`src/verilog/motor_pwm_regs.vh`:
```
`ifndef MOTOR_PWM_REGS_VH
`define MOTOR_PWM_REGS_VH
// ****************
// Register offsets
// ****************
`define OFS_BUF_LAST 8'h24
`define OFS_CTRL_ONE 8'h28
`define OFS_CTRL_THREE 8'h2C
`define OFS_CTRL_FOUR 8'h30
`define OFS_BRAKE_LEVEL 8'h34
`define OFS_POLARITY 8'h38
`define OFS_DT_ENABLE 8'h3C
`define OFS_DT_COUNT 8'h40
`define OFS_TA_KEY 8'h44
`define OFS_PRESCALE 8'h48
`define OFS_CNT_LO 8'h4C
`define OFS_CNT_HI 8'h50
// ****************
// Field positions
// ****************
`define C1_RUN 7
`define C1_LOAD 6
`define C1_IFLAG 5
`define C1_FLAG1 3
`define C1_FLAG0 2
`define C3_EVEN_OUTPUTS_HIGH_Z 7
`define C3_ODD_OUTPUTS_HIGH_Z 6
`define C3_GROUP 5
`define C3_CENTER 4
`define C3_CH6_SEL 1
`define C3_INT_TYPE 0
`define C4_AUTO1 3
// ****************
// Reset values and full-duty value
// ****************
`define RST_BYTE 8'h00
`define RST_VAL12 12'h000
`define DUTY_ALL_ONES 12'hFFF
// ****************
// Keys and timing
// ****************
`define TA_KEY_FIRST 8'hAA
`define TA_KEY_SECOND 8'h55
`define TA_WIN_CYC 5'd12
`define BF_LEN0 5'd1
`define BF_LEN1 5'd4
`define BF_LEN2 5'd8
`define BF_LEN3 5'd16
`endif

```
`src/verilog/motor_pwm_timebase_brake.v`:
```
// Chosen here: the AHB-Lite register port and the address map.
`timescale 1ns/10ps
`include "motor_pwm_regs.vh"
module motor_pwm_timebase_brake
(
	// Clock and reset
	input wire clk_in,
	input wire reset_n_in,
	// Bus slave
	input wire hsel_in,
	input wire [31:0] haddr_in,
	input wire [1:0] htrans_in,
	input wire hwrite_in,
	input wire [2:0] hsize_in,
	input wire hready_in,
	input wire [31:0] hwdata_in,
	output wire [31:0] hrdata_out,
	output wire hreadyout_out,
	output wire hresp_out,
	// Pins and system
	input wire brake_input_zero_in,
	input wire brake_input_one_in,
	input wire in_circuit_programming_in,
	input wire [7:0] port_mode_regs_n_in,
	input wire [1:0] hz_config_in,
	input wire ext_irq_enable_one_in,
	// Outputs
	output wire [7:0] pwm_out,
	output wire [7:0] pwm_oe_n_out,
	output wire irq_request_out
);
// ****************
// Storage
// ****************
reg [11:0] buf_reg [0:4];
reg [11:0] act_reg [0:4];
reg [7:0] c1_reg, c3_reg, c4_reg, blev_reg, pol_reg;
reg [7:0] dten_reg, dtc_reg, psc_reg, psc_cnt_reg;
reg [7:0] c1_next;
reg [11:0] cnt_reg;
reg down_reg, run_d_reg, cfg_done_reg;
reg [3:0] gen_reg;
reg hold0_reg, hold1_reg, f0_d_reg, f1_d_reg;
reg [4:0] ta_cnt_reg;
reg ta_armed_reg, ta_open_reg;
reg [7:0] a_reg;
reg wr_reg, rd_reg, hready_reg;
reg [31:0] hrdata_reg;
reg [7:0] rd_mux;
reg [7:0] pwm_reg, oe_n_reg;
reg irq_reg;
reg [5:0] raw;
integer i, j, k, n;
wire f0, f1;
wire [2:0] dt_even, dt_odd;
// ****************
// Helpers
// ****************
function gen_f;
	input cur, tk;
	input [11:0] duty, per, nxt;
	begin
		if (duty == `RST_VAL12)
			gen_f = 1'b0;
		else if (duty == `DUTY_ALL_ONES || duty > per)
			gen_f = 1'b1;
		else if (!tk)
			gen_f = cur;
		else
			gen_f = (nxt < duty);
	end
endfunction
// ****************
// Bus slave
// ****************
wire take = hsel_in & htrans_in[1] & hready_in & (hsize_in == 3'b010);
wire [7:0] wd = hwdata_in[7:0];
wire wen = wr_reg;
assign hrdata_out = hrdata_reg;
assign hreadyout_out = hready_reg;
assign hresp_out = 1'b0;
always @(posedge clk_in or negedge reset_n_in)
begin
	if (!reset_n_in)
	begin
		a_reg <= 8'h00;
		wr_reg <= 1'b0;
		rd_reg <= 1'b0;
		hready_reg <= 1'b1;
		hrdata_reg <= 32'h0000_0000;
	end
	else
	begin
		if (take)
			a_reg <= haddr_in[7:0];
		wr_reg <= take & hwrite_in;
		rd_reg <= take & ~hwrite_in;
		hready_reg <= ~(take & ~hwrite_in);
		if (rd_reg)
			hrdata_reg <= {24'h00_0000, rd_mux};
	end
end
always @*
begin
	rd_mux = 8'h00;
	if (a_reg <= `OFS_BUF_LAST && a_reg[1:0] == 2'b00)
		rd_mux = a_reg[2] ? {4'h0, buf_reg[a_reg[5:3]][11:8]}
			: buf_reg[a_reg[5:3]][7:0];
	else
		case (a_reg)
		`OFS_CTRL_ONE: rd_mux = c1_reg;
		`OFS_CTRL_THREE: rd_mux = c3_reg;
		`OFS_CTRL_FOUR: rd_mux = c4_reg;
		`OFS_BRAKE_LEVEL: rd_mux = blev_reg;
		`OFS_POLARITY: rd_mux = pol_reg;
		`OFS_DT_ENABLE: rd_mux = dten_reg;
		`OFS_DT_COUNT: rd_mux = dtc_reg;
		`OFS_PRESCALE: rd_mux = psc_reg;
		`OFS_CNT_LO: rd_mux = cnt_reg[7:0];
		`OFS_CNT_HI: rd_mux = {down_reg, 3'b000, cnt_reg[11:8]};
		default: rd_mux = 8'h00;
		endcase
end
wire wbuf = wen && a_reg <= `OFS_BUF_LAST && a_reg[1:0] == 2'b00;
// ****************
// Time base
// ****************
wire run = c1_reg[`C1_RUN];
wire center = c3_reg[`C3_CENTER];
wire in_circuit_programming = in_circuit_programming_in;
wire [11:0] per = act_reg[0];
wire per_match = (cnt_reg == per);
wire [11:0] cnt_nxt = !center ? (per_match ? 12'h000 : cnt_reg + 12'h001)
	: !down_reg ? (per_match ? cnt_reg - 12'h001 : cnt_reg + 12'h001)
	: (cnt_reg == 12'h000) ? 12'h001 : cnt_reg - 12'h001;
wire tick = run & ~in_circuit_programming & (psc_cnt_reg == psc_reg);
wire run_rise = run & ~run_d_reg;
wire pstart = tick & (center ? (down_reg & cnt_reg == 12'h000)
	: per_match);
wire ievt = (center & c3_reg[`C3_INT_TYPE]) ? (tick & ~down_reg & per_match)
	: pstart;
wire b0_fall = f0_d_reg & ~f0 & c4_reg[0];
wire b1_fall = f1_d_reg & ~f1 & c4_reg[1];
wire force1 = c4_reg[1] & c4_reg[`C4_AUTO1] & ~f1;
wire forced = hold0_reg | hold1_reg | force1;
always @(posedge clk_in or negedge reset_n_in)
begin
	if (!reset_n_in)
	begin
		psc_cnt_reg <= 8'h00;
		cnt_reg <= `RST_VAL12;
		down_reg <= 1'b0;
		run_d_reg <= 1'b0;
		for (i = 0; i < 5; i = i + 1)
		begin
			buf_reg[i] <= `RST_VAL12;
			act_reg[i] <= `RST_VAL12;
		end
	end
	else
	begin
		run_d_reg <= run;
		psc_cnt_reg <= (tick | ~run) ? 8'h00 : psc_cnt_reg + 8'h01;
		if (wbuf && a_reg[2])
			buf_reg[a_reg[5:3]][11:8] <= wd[3:0];
		else if (wbuf)
			buf_reg[a_reg[5:3]][7:0] <= wd;
		if (run_rise)
		begin
			cnt_reg <= `RST_VAL12;
			down_reg <= 1'b0;
			act_reg[0] <= buf_reg[0];
		end
		else if (tick)
		begin
			cnt_reg <= cnt_nxt;
			down_reg <= center & (down_reg ? (cnt_reg != 12'h000)
				: per_match);
		end
		if (pstart && c1_reg[`C1_LOAD] && !run_rise)
			for (i = 0; i < 5; i = i + 1)
				act_reg[i] <= buf_reg[i];
	end
end
// ****************
// Generators and brake
// ****************
always @(posedge clk_in or negedge reset_n_in)
begin
	if (!reset_n_in)
	begin
		gen_reg <= 4'h0;
		hold0_reg <= 1'b0;
		hold1_reg <= 1'b0;
		f0_d_reg <= 1'b1;
		f1_d_reg <= 1'b1;
	end
	else
	begin
		for (j = 0; j < 4; j = j + 1)
			gen_reg[j] <= gen_f(gen_reg[j], tick & ~run_rise,
				act_reg[j + 1], per, cnt_nxt);
		f0_d_reg <= f0;
		f1_d_reg <= f1;
		if (b0_fall)
			hold0_reg <= 1'b1;
		else if (pstart)
			hold0_reg <= 1'b0;
		if (force1)
			hold1_reg <= 1'b1;
		else if (pstart)
			hold1_reg <= 1'b0;
	end
end
brake_filter u_filt0
(
	.clk_in(clk_in),
	.reset_n_in(reset_n_in),
	.raw_in(brake_input_zero_in),
	.sel_in(c4_reg[5:4]),
	.level_out(f0)
);
brake_filter u_filt1
(
	.clk_in(clk_in),
	.reset_n_in(reset_n_in),
	.raw_in(brake_input_one_in),
	.sel_in(c4_reg[7:6]),
	.level_out(f1)
);
// ****************
// Control registers
// ****************
always @*
begin
	c1_next = c1_reg;
	if (wen && a_reg == `OFS_CTRL_ONE)
	begin
		c1_next = {wd[7:6], wd[5] & c1_reg[5], wd[4],
			wd[3:2] & c1_reg[3:2], wd[1:0]};
	end
	if (b0_fall)
	begin
		c1_next[`C1_FLAG0] = 1'b1;
		c1_next[`C1_RUN] = 1'b0;
	end
	if (b1_fall)
		c1_next[`C1_FLAG1] = 1'b1;
	if (ievt)
		c1_next[`C1_IFLAG] = 1'b1;
end
wire ta_ok = ta_open_reg;
always @(posedge clk_in or negedge reset_n_in)
begin
	if (!reset_n_in)
	begin
		c1_reg <= `RST_BYTE;
		c3_reg <= `RST_BYTE;
		c4_reg <= `RST_BYTE;
		blev_reg <= `RST_BYTE;
		pol_reg <= `RST_BYTE;
		dten_reg <= `RST_BYTE;
		dtc_reg <= `RST_BYTE;
		psc_reg <= `RST_BYTE;
		cfg_done_reg <= 1'b0;
		ta_cnt_reg <= 5'd0;
		ta_armed_reg <= 1'b0;
		ta_open_reg <= 1'b0;
		irq_reg <= 1'b0;
	end
	else
	begin
		c1_reg <= c1_next;
		irq_reg <= c1_next[`C1_IFLAG] & ext_irq_enable_one_in;
		cfg_done_reg <= 1'b1;
		if (!cfg_done_reg)
			c3_reg[7:6] <= {hz_config_in[0], hz_config_in[1]};
		else if (wen && a_reg == `OFS_CTRL_THREE)
			c3_reg <= {wd[7:4], 2'b00, wd[1:0]};
		if (wen && a_reg == `OFS_CTRL_FOUR)
			c4_reg <= {wd[7:3], 1'b0, wd[1:0]};
		if (wen && a_reg == `OFS_BRAKE_LEVEL)
			blev_reg <= {2'b00, wd[5:0]};
		if (wen && a_reg == `OFS_POLARITY)
			pol_reg <= {2'b00, wd[5:0]};
		if (wen && a_reg == `OFS_PRESCALE)
			psc_reg <= wd;
		if (wen && a_reg == `OFS_DT_ENABLE && ta_ok)
			dten_reg <= {5'b00000, wd[2:0]};
		if (wen && a_reg == `OFS_DT_COUNT && ta_ok)
			dtc_reg <= wd;
		if (wen && a_reg == `OFS_TA_KEY && wd == `TA_KEY_FIRST)
		begin
			ta_armed_reg <= 1'b1;
			ta_open_reg <= 1'b0;
			ta_cnt_reg <= `TA_WIN_CYC;
		end
		else if (wen && a_reg == `OFS_TA_KEY && wd == `TA_KEY_SECOND
			&& ta_armed_reg)
		begin
			ta_armed_reg <= 1'b0;
			ta_open_reg <= 1'b1;
			ta_cnt_reg <= `TA_WIN_CYC;
		end
		else if (wen && a_reg == `OFS_TA_KEY)
			ta_armed_reg <= 1'b0;
		else if (ta_cnt_reg != 5'd0)
			ta_cnt_reg <= ta_cnt_reg - 5'd1;
		else
		begin
			ta_armed_reg <= 1'b0;
			ta_open_reg <= 1'b0;
		end
	end
end
// ****************
// Pairing and pins
// ****************
wire [1:0] pair_mode_select = c1_reg[1:0];
wire comp = pair_mode_select[0];
wire group_follow = (pair_mode_select == 2'b11) & c3_reg[`C3_GROUP];
wire [2:0] pe = {group_follow ? gen_reg[0] : gen_reg[2],
	group_follow ? gen_reg[0] : gen_reg[1], gen_reg[0]};
genvar g;
generate
	for (g = 0; g < 3; g = g + 1)
	begin : pair
		deadtime_pair u_dt
		(
			.clk_in(clk_in),
			.reset_n_in(reset_n_in),
			.level_in(pe[g]),
			.en_in(dten_reg[g] & comp),
			.count_in(dtc_reg),
			.even_out(dt_even[g]),
			.odd_out(dt_odd[g])
		);
	end
endgenerate
always @*
begin
	for (n = 0; n < 3; n = n + 1)
	begin
		if (comp)
			raw[2 * n +: 2] = {dt_odd[n], dt_even[n]};
		else if (pair_mode_select == 2'b10)
			raw[2 * n +: 2] = {pe[n], pe[n]};
		else
			raw[2 * n +: 2] = {1'b0, pe[n]};
	end
end
always @(posedge clk_in or negedge reset_n_in)
begin
	if (!reset_n_in)
	begin
		pwm_reg <= 8'h00;
		oe_n_reg <= 8'hFF;
	end
	else
	begin
		pwm_reg[5:0] <= (forced ? blev_reg[5:0] : raw) ^ pol_reg[5:0];
		pwm_reg[6] <= c3_reg[`C3_CH6_SEL] ? gen_reg[1] : gen_reg[3];
		pwm_reg[7] <= gen_reg[2];
		for (k = 0; k < 8; k = k + 1)
			oe_n_reg[k] <= in_circuit_programming | port_mode_regs_n_in[k] |
				(k[0] ? c3_reg[`C3_ODD_OUTPUTS_HIGH_Z] : c3_reg[`C3_EVEN_OUTPUTS_HIGH_Z]);
	end
end
assign pwm_out = pwm_reg;
assign pwm_oe_n_out = oe_n_reg;
assign irq_request_out = irq_reg;
endmodule // motor_pwm_timebase_brake

```
`src/verilog/brake_filter.v`:
```
`timescale 1ns/10ps
`include "motor_pwm_regs.vh"
module brake_filter
(
	// Clock and reset
	input wire clk_in,
	input wire reset_n_in,
	// Pin and setting
	input wire raw_in,
	input wire [1:0] sel_in,
	// Filtered level
	output reg level_out
);
reg [4:0] cnt_reg;
reg [4:0] len;
always @*
begin
	case (sel_in)
	2'd0: len = `BF_LEN0;
	2'd1: len = `BF_LEN1;
	2'd2: len = `BF_LEN2;
	default: len = `BF_LEN3;
	endcase
end
always @(posedge clk_in or negedge reset_n_in)
begin
	if (!reset_n_in)
	begin
		cnt_reg <= 5'd0;
		level_out <= 1'b1;
	end
	else if (raw_in == level_out)
		cnt_reg <= 5'd0;
	else if (cnt_reg == len - 5'd1)
	begin
		level_out <= raw_in;
		cnt_reg <= 5'd0;
	end
	else
		cnt_reg <= cnt_reg + 5'd1;
end
endmodule // brake_filter

```
`src/verilog/deadtime_pair.v`:
```
`timescale 1ns/10ps
module deadtime_pair
(
	// Clock and reset
	input wire clk_in,
	input wire reset_n_in,
	// Pair control
	input wire level_in,
	input wire en_in,
	input wire [7:0] count_in,
	// Delayed pair
	output reg even_out,
	output reg odd_out
);
reg lvl_reg;
reg busy_reg;
reg [7:0] cnt_reg;
always @(posedge clk_in or negedge reset_n_in)
begin
	if (!reset_n_in)
	begin
		lvl_reg <= 1'b0;
		busy_reg <= 1'b0;
		cnt_reg <= 8'h00;
		even_out <= 1'b0;
		odd_out <= 1'b0;
	end
	else
	begin
		lvl_reg <= level_in;
		if (!en_in)
		begin
			busy_reg <= 1'b0;
			even_out <= level_in;
			odd_out <= ~level_in;
		end
		else if (level_in != lvl_reg)
		begin
			busy_reg <= 1'b1;
			cnt_reg <= count_in;
			even_out <= 1'b0;
			odd_out <= 1'b0;
		end
		else if (busy_reg && cnt_reg != 8'h00)
			cnt_reg <= cnt_reg - 8'h01;
		else
		begin
			busy_reg <= 1'b0;
			even_out <= lvl_reg;
			odd_out <= ~lvl_reg;
		end
	end
end
endmodule // deadtime_pair

```
`config.mk`:
```
export PLATFORM = sky130hd
export DESIGN_NAME = motor_pwm_timebase_brake
export DESIGN_NICKNAME = d
export VERILOG_FILES = /design/src/verilog/motor_pwm_timebase_brake.v /design/src/verilog/brake_filter.v /design/src/verilog/deadtime_pair.v
export VERILOG_INCLUDE_DIRS = /design/src /design/src/verilog
export SDC_FILE = /design/constraint.sdc
export NUM_CORES = 1
export LEC_CHECK = 0
export ABC_AREA = 1
export BUFFER_PORTS_ARGS = -buffer_cell sky130_fd_sc_hd__buf_2
export CAP_MARGIN = 20
export CELL_PAD_IN_SITES_DETAIL_PLACEMENT = 1
export CELL_PAD_IN_SITES_GLOBAL_PLACEMENT = 2
export CORE_MARGIN = 3
export CORE_UTILIZATION = 32
export DETAILED_ROUTE_END_ITERATION = 8
export PLACE_DENSITY_LB_ADDON = 0.1
export SYNTH_ARGS = -nofsm -noshare
export SYNTH_HDL_FRONTEND = slang
export SYNTH_SLANG_ARGS = --single-unit
```
`constraint.sdc`:
```
create_clock -name clk_in -period 3.44 [get_ports clk_in]
set_input_delay 0.172 -clock clk_in [delete_from_list [all_inputs] [get_ports clk_in]]
set_output_delay 0.172 -clock clk_in [all_outputs]
set_load 0.01 [all_outputs]
```
## After elaboration in Yosys (flattened, before gate mapping)

Cells that the tools add are included.
Widths: inputs -> output; s select.

| storage, ports and cells | value |
|---|---|
| logic and storage cells | 369 |
| register bits | 294 |
| input bits | 88 |
| output and inout bits | 51 |

| cells by class | value |
|---|---|
| multiplexer cells | 111 |
| equality and inequality tests | 40 |
| $lt $le $gt $ge | 11 |
| $add $sub $neg | 11 |
| bitwise logic cells | 66 |
| reduce and logical (&&, ||, !) cells | 65 |

Operators by type and width:

| cell | count |
|---|---|
| $mux 60 | 3 |
| $mux 12 | 11 |
| $bwmux 60 | 2 |
| $mux 8 | 12 |
| $pmux 8 s10 | 1 |
| $demux 12 s3 | 2 |
| $mux 1 | 61 |
| $logic_not 12->1 | 5 |
| $eq 12x12->1 const B | 4 |
| $eq 8x6->1 const B | 6 |
| $eq 8x7->1 const B | 6 |
| $gt 12x12->1 | 4 |
| $lt 12x12->1 | 4 |
| $mux 5 | 8 |
| $bmux 12 s3 | 1 |
| $pmux 5 s3 | 2 |
| $and 1x1->1 | 27 |
| $logic_and 1x1->1 | 24 |
| $reduce_bool 8->1 | 3 |
| $sub 8x1->8 const B | 3 |
| $reduce_bool 2->1 | 10 |
| $or 1x1->1 | 19 |
| $not 1->1 | 17 |
| $reduce_and 2->1 | 8 |
| 32 further kinds | 61 |

## Longest topological paths before layout

| logic depth | value |
|---|---|
| depth after elaboration | 8 |
| gate-level depth with buffers | 21 |
| mapped depth without buffers | 19 |

## Hierarchy

Synthesis repeated with hierarchy kept, for this count alone.

| unflattened totals | value |
|---|---|
| cells, all modules | 2,141 |
| area, all modules | 16,923.7 µm² |

By module, submodules not included:

| module | seq. area each (µm²) | cells each | times used | area an instance (µm²) |
|---|---|---|---|---|
| motor_pwm_timebase_brake | 6,169.7 | 1,689 | 1 | 13,750.7 |
| deadtime_pair | 300.3 | 118 | 3 | 818.3 |
| brake_filter | 151.4 | 49 | 2 | 359.1 |

## Least setup slack after synthesis

No wires, ideal clock.

| timing path | value |
|---|---|
| path kind | reg-to-reg |
| start point | register c1_reg[0] |
| end point | register pair[2].u_dt.cnt_reg[1] |
| period minus slack after synthesis | 2.578 ns |
| arrival | 2.495 ns |
| stages on the path, launching flop included | 15 |
| library setup time | 0.083 ns |
| setup slack | 0.862 ns |
| path buffers | 3 |
| required time | 3.357 ns |
| path through | dfrtp_1 -> clkbuf_1 -> nand3_1 -> inv_1 -> nand2_1 -> o21ai_0 -> inv_1 -> ha_1 -> clkbuf_1 -> inv_1 -> o311ai_0 -> a21oi_1 -> clkbuf_1 -> o211ai_1 -> o21ai_0 |

| on the way | value |
|---|---|
| cells in the longest elaborated chain, start to end | 6 |
| elaborated cells between the ends (all ways) | 8 |
| those cells by class | 2 x eq/ne; 2 x mux; 2 x bitwise; 2 x reduce/logical |

RTL lines:

| item | RTL line | source |
|---|---|---|
| from (decl) | motor_pwm_timebase_brake.v:37 | `reg [7:0] c1_reg, c3_reg, c4_reg, blev_reg, pol_reg;` |
| from (signal assigned) | motor_pwm_timebase_brake.v:257 | `` c1_reg <= `RST_BYTE; `` |
| from (signal assigned) | motor_pwm_timebase_brake.v:273 | `c1_reg <= c1_next;` |
| $eq 2x2->1 * | motor_pwm_timebase_brake.v:321 | `` wire group_follow = (pair_mode_select == 2'b11) & c3_reg[`C3_GROUP]; `` |
| $and 1x1->1 * | motor_pwm_timebase_brake.v:321 |  |
| $mux 1 * | motor_pwm_timebase_brake.v:322 | `wire [2:0] pe = {group_follow ? gen_reg[0] : gen_reg[2],` |
| net pair[2].u_dt.level_in | deadtime_pair.v:8 | `input wire level_in,` |
| $ne 1x1->1 * | deadtime_pair.v:37 | `else if (level_in != lvl_reg)` |
| $reduce_bool 2->1 (no source line) | -- |  |
| $reduce_and 2->1 (no source line) | -- |  |
| to (signal assigned) | deadtime_pair.v:40 | `cnt_reg <= count_in;` |
| to (signal assigned) | deadtime_pair.v:45 | `cnt_reg <= cnt_reg - 8'h01;` |
| to (decl) | deadtime_pair.v:17 | `reg [7:0] cnt_reg;` |

Mark *: on every way through the listed nets, which the timed path passes. The rest lies on a longest branch.
A chain may end at the register's enable or synchronous reset.

## Worst setup path in the final report

| timing path | value |
|---|---|
| start point | register cnt_reg[1] |
| end point | register gen_reg[2] |

| on the way | value |
|---|---|
| cells in the longest elaborated chain, start to end | 8 |
| elaborated cells between the ends (all ways) | 13 |
| those cells by class | 2 x add/sub; 1 x order compare; 1 x eq/ne; 8 x mux; 1 x reduce/logical |

RTL lines:

| item | RTL line | source |
|---|---|---|
| from (decl) | motor_pwm_timebase_brake.v:40 | `reg [11:0] cnt_reg;` |
| from (signal assigned) | motor_pwm_timebase_brake.v:151 | `` cnt_reg <= `RST_VAL12; `` |
| from (signal assigned) | motor_pwm_timebase_brake.v:170 | `` cnt_reg <= `RST_VAL12; `` |
| from (signal assigned) | motor_pwm_timebase_brake.v:176 | `cnt_reg <= cnt_nxt;` |
| $add 12x1->12 (tied with other cells) | motor_pwm_timebase_brake.v:133, motor_pwm_timebase_brake.v:134 |  |
| $mux 12 (on tied branches) | motor_pwm_timebase_brake.v:134, motor_pwm_timebase_brake.v:135 |  |
| $mux 12 | motor_pwm_timebase_brake.v:134 | `: !down_reg ? (per_match ? cnt_reg - 12'h001 : cnt_reg + 12'h001)` |
| $mux 12 * | motor_pwm_timebase_brake.v:133 | `wire [11:0] cnt_nxt = !center ? (per_match ? 12'h000 : cnt_reg + 12'h001)` |
| $lt 12x12->1 * | motor_pwm_timebase_brake.v:70 | `gen_f = (nxt < duty);` |
| $mux 1 * | motor_pwm_timebase_brake.v:67 | `else if (!tk)` |
| $mux 1 * | motor_pwm_timebase_brake.v:65 | `` else if (duty == `DUTY_ALL_ONES \|\| duty > per) `` |
| $mux 1 * | motor_pwm_timebase_brake.v:63 | `` if (duty == `RST_VAL12) `` |
| to (signal, indexed assignment) | motor_pwm_timebase_brake.v:201 | `gen_reg[j] <= gen_f(gen_reg[j], tick & ~run_rise,` |
| to (decl) | motor_pwm_timebase_brake.v:42 | `reg [3:0] gen_reg;` |

Every way passes the cells marked *; elsewhere a longest branch is shown, timed or not. The select of a mux whose other input is x is not followed.

==> impl_metrics.tcl <==
set metrics [dict create \
    status "complete, no violations" \
    clock_sinks 294 \
    wl_um 61450 \
    avgSynthCellArea_um2 8.183 \
    synth_seq_cells 294 \
    fmax_mhz 319.7 \
    wire_per_inst_um 21.36 \
    cpMostUsedCell "nand2_1" \
    synth_area_leaders "dfrtp_1, nand2_1, ha_1" \
    min_period_ns 3.128 \
    crit_chain "inv_1 -> nand2_1 -> nand2_1 -> nor2_1 -> nand2_1 -> nor2_2 -> nand2_1 -> nand2_1 -> nand3_2 -> buf_4 -> o22ai_1 -> buf_4 -> ha_1 -> nand2_1 -> o21ai_0 -> nand3_1 -> a21oi_1 -> nor2_1 -> nand2_1 -> a21oi_1" \
    maxCapViolations 0 \
    cts_root_buffer "clkbuf_16" \
    async_flop_share_pct 100.0 \
    grt_pass1_wl_um 95160 \
    placementRows 82 \
    drv_slew 0 \
    cts_buffer_depth 3 \
    critical_path_class "register to register" \
    finalWorstSetupSlack_ns 0.3122 \
    cts_tree "built" \
    drive_above_1_share_pct 10.57 \
    antenna_found_initial 0 \
    first_pass_iters 4 \
    yosysTopAreaCellShare_pct 42.33 \
    netlist_instances 2030 \
    crit_path_start_kind "register" \
    synth_area_um2 16610 \
    synth-seq-area-share_pct 44.39 \
    post_cts_buffers 0 \
    worst_clock_skew_ns 0.02306 \
    via_per_inst 5.103 \
    ys_types 56 \
    antenna_left 0 \
    rsz0062_at_grt "no" \
    overflow 0 \
    min-delay-path-class "primary input to register" \
    gp_congestion 0.8251 \
    finalSetupTns_ns 0 \
    required_ns 3.89 \
    clock_latency_ns 0.57 \
    ys_warn_count 0 \
    pre_cts_ws_ns 0.2296 \
    die_w_um 233.8 \
    grt_usage_pct 22.92 \
    drt-initial-drc-count 745 \
    synth-edff-count 0 \
    critPathBufInv 3 \
    finalSetupViolCount 0 \
    h-tree-depth 2 \
    drc 0 \
    die_y_um 233.8 \
    fin_hold_ws_ns 0.04481 \
    crit_family "simple AND/OR/NAND/NOR gates" \
    initial_utilization_pct 32.77 \
    num_io_pins 139 \
    vias 14680 \
    arrival_ns 3.57 \
    synth.most_common_cell "nand2_1" \
    portBuffers 64 \
    hpwl_um 46600 \
    core-area_um2 50680 \
    r2r_slack_ns 0.31 \
    syn_to_final_growth_pct 17.75 \
    finalCritPeriodShare_pct 90.92 \
    relSlewSlack_pct 38.12 \
    synth_flop_cell "dfrtp_1" \
    synthTopCellsByCount "nand2_1, dfrtp_1, inv_1, o21ai_0, nor2_1" \
    worst_pin_slew_ns 0.9248 \
    worstPathMaxFanout 6 \
    finalHoldViolCount 0 \
    p_per_area_nw_per_um2 491.0 \
    grt_max_degree 101 \
    cp-end-kind "register" \
    fin_nets 2377 \
    largest_reg_flops 60 \
    ir_worst_vdd_v 0.0003221 \
    finalPower_uw 9603 \
    grt_pass1_vias 15490 \
    leakagePower_uw 0.01008 \
    slowest_delay_ns 0.46 \
    dieArea_um2 54680 \
    synth_area_leader_cell "dfrtp_1" \
    antenna_cells 0 \
    cts_inserted_buffers 38 \
    clk_pin_slew_ns 0.06 \
    worst_path_max_delay_cell "dfrtp_1" \
    fin_util_pct 38.59 \
]
[timing repair]
item,CTS,global route
hold buffers,37,0
gates resized for setup,0,3
endpoints found under the hold margin,135,0
setup endpoints to repair,0,4
[path summary, 6_finish.rpt]
check,from,to,depth (start not counted)
max in group asynchronous,reset_n_in,u_filt0.level_out$_DFFE_PN1P_,3
min in group asynchronous,reset_n_in,buf_reg[22]$_DFFE_PN0P_,2
min,hwdata_in[5],ta_ok$_DFFE_PN0P_,4
min reg2reg,u_filt0.level_out$_DFFE_PN1P_,f0_d_reg$_DFF_PN1_,0
max reg2reg,cnt_reg[1]$_DFFE_PN0P_,gen_reg[2]$_DFFE_PN0P_,20
max,cnt_reg[1]$_DFFE_PN0P_,gen_reg[2]$_DFFE_PN0P_,20
[metal layers]
layer  vias to the layer above  part of all wire [%]  track usage, %  wire (µm)
met5                         -                     0               0          0
met4                         0                   2.6           6.427       1586
met3                        78                   2.5           2.357       1567
met2                       191                    49           40.06      30230
met1                      7381                    46           30.16      28070
li1                       7030                     -               -          -
[tightest hold or removal path: cells and delay by family]
kind                   cells  cell delay, ns
and+or+nand+nor            2            0.19
buffers and inverters      1            0.09
AOI/OAI and AO/OA          1            0.10
[placed cells by master, fill, tap and decap left out, types with 10 or more instances in the layout]
cell type / n
dfrtp_1: 281
o21ai_0: 203
buf_2: 63
nand2_1: 440
conb_1: 26
o211ai_1: 18
nand3_1: 55
xor2_1: 34
inv_1: 265
nor3_1: 30
a21oi_1: 115
nor2_1: 126
a22o_1: 10
o22ai_1: 21
dlygate4sd3_1: 37
nand4_1: 39
o21ai_1: 62
ha_1: 112
clkbuf_1: 16
nor4_1: 17
buf_4: 61
clkbuf_16: 39
a31oi_1: 10
dfstp_2: 13
[layout make-up]
type,count,area [µm²]
clock buffers,62,1132
clock inverters,6,101.3
fillers,6125,31120
inverters,274,1028
multi-input cells,1403,7845
flip-flops and latches,294,7373
well taps,672,840.8
repair buffers,166,1239
[cells by family (layout without fill, tap and decap cells)]
kind of cell	count (synthesis)	count (layout)	synth area share, %
multiplexers	13	13	1.077
other	2	26	0.04521
XOR/XNOR	41	41	2.162
AND/OR/NAND/NOR	733	733	19.00
buffers and inverters	357	508	9.016
adder cells (fa/ha/maj)	112	112	8.436
flip-flops	294	294	44.39
AO/OA/AOI/OAI	478	478	15.88
[through the flow]
step,instances,area [µm²]
2_1_floorplan,2054,16700
3_3_place_gp,2772,17940
3_5_place_dp,2772,17940
4_1_cts,2877,19550
5_1_grt,2877,19560
6_report,2877,19560
[power breakdown]
group          internal [µW]  switching (µW)
registers               3750             252
clock network           2410            1640
logic                    572             976
Power figures use the tool's default switching activity.
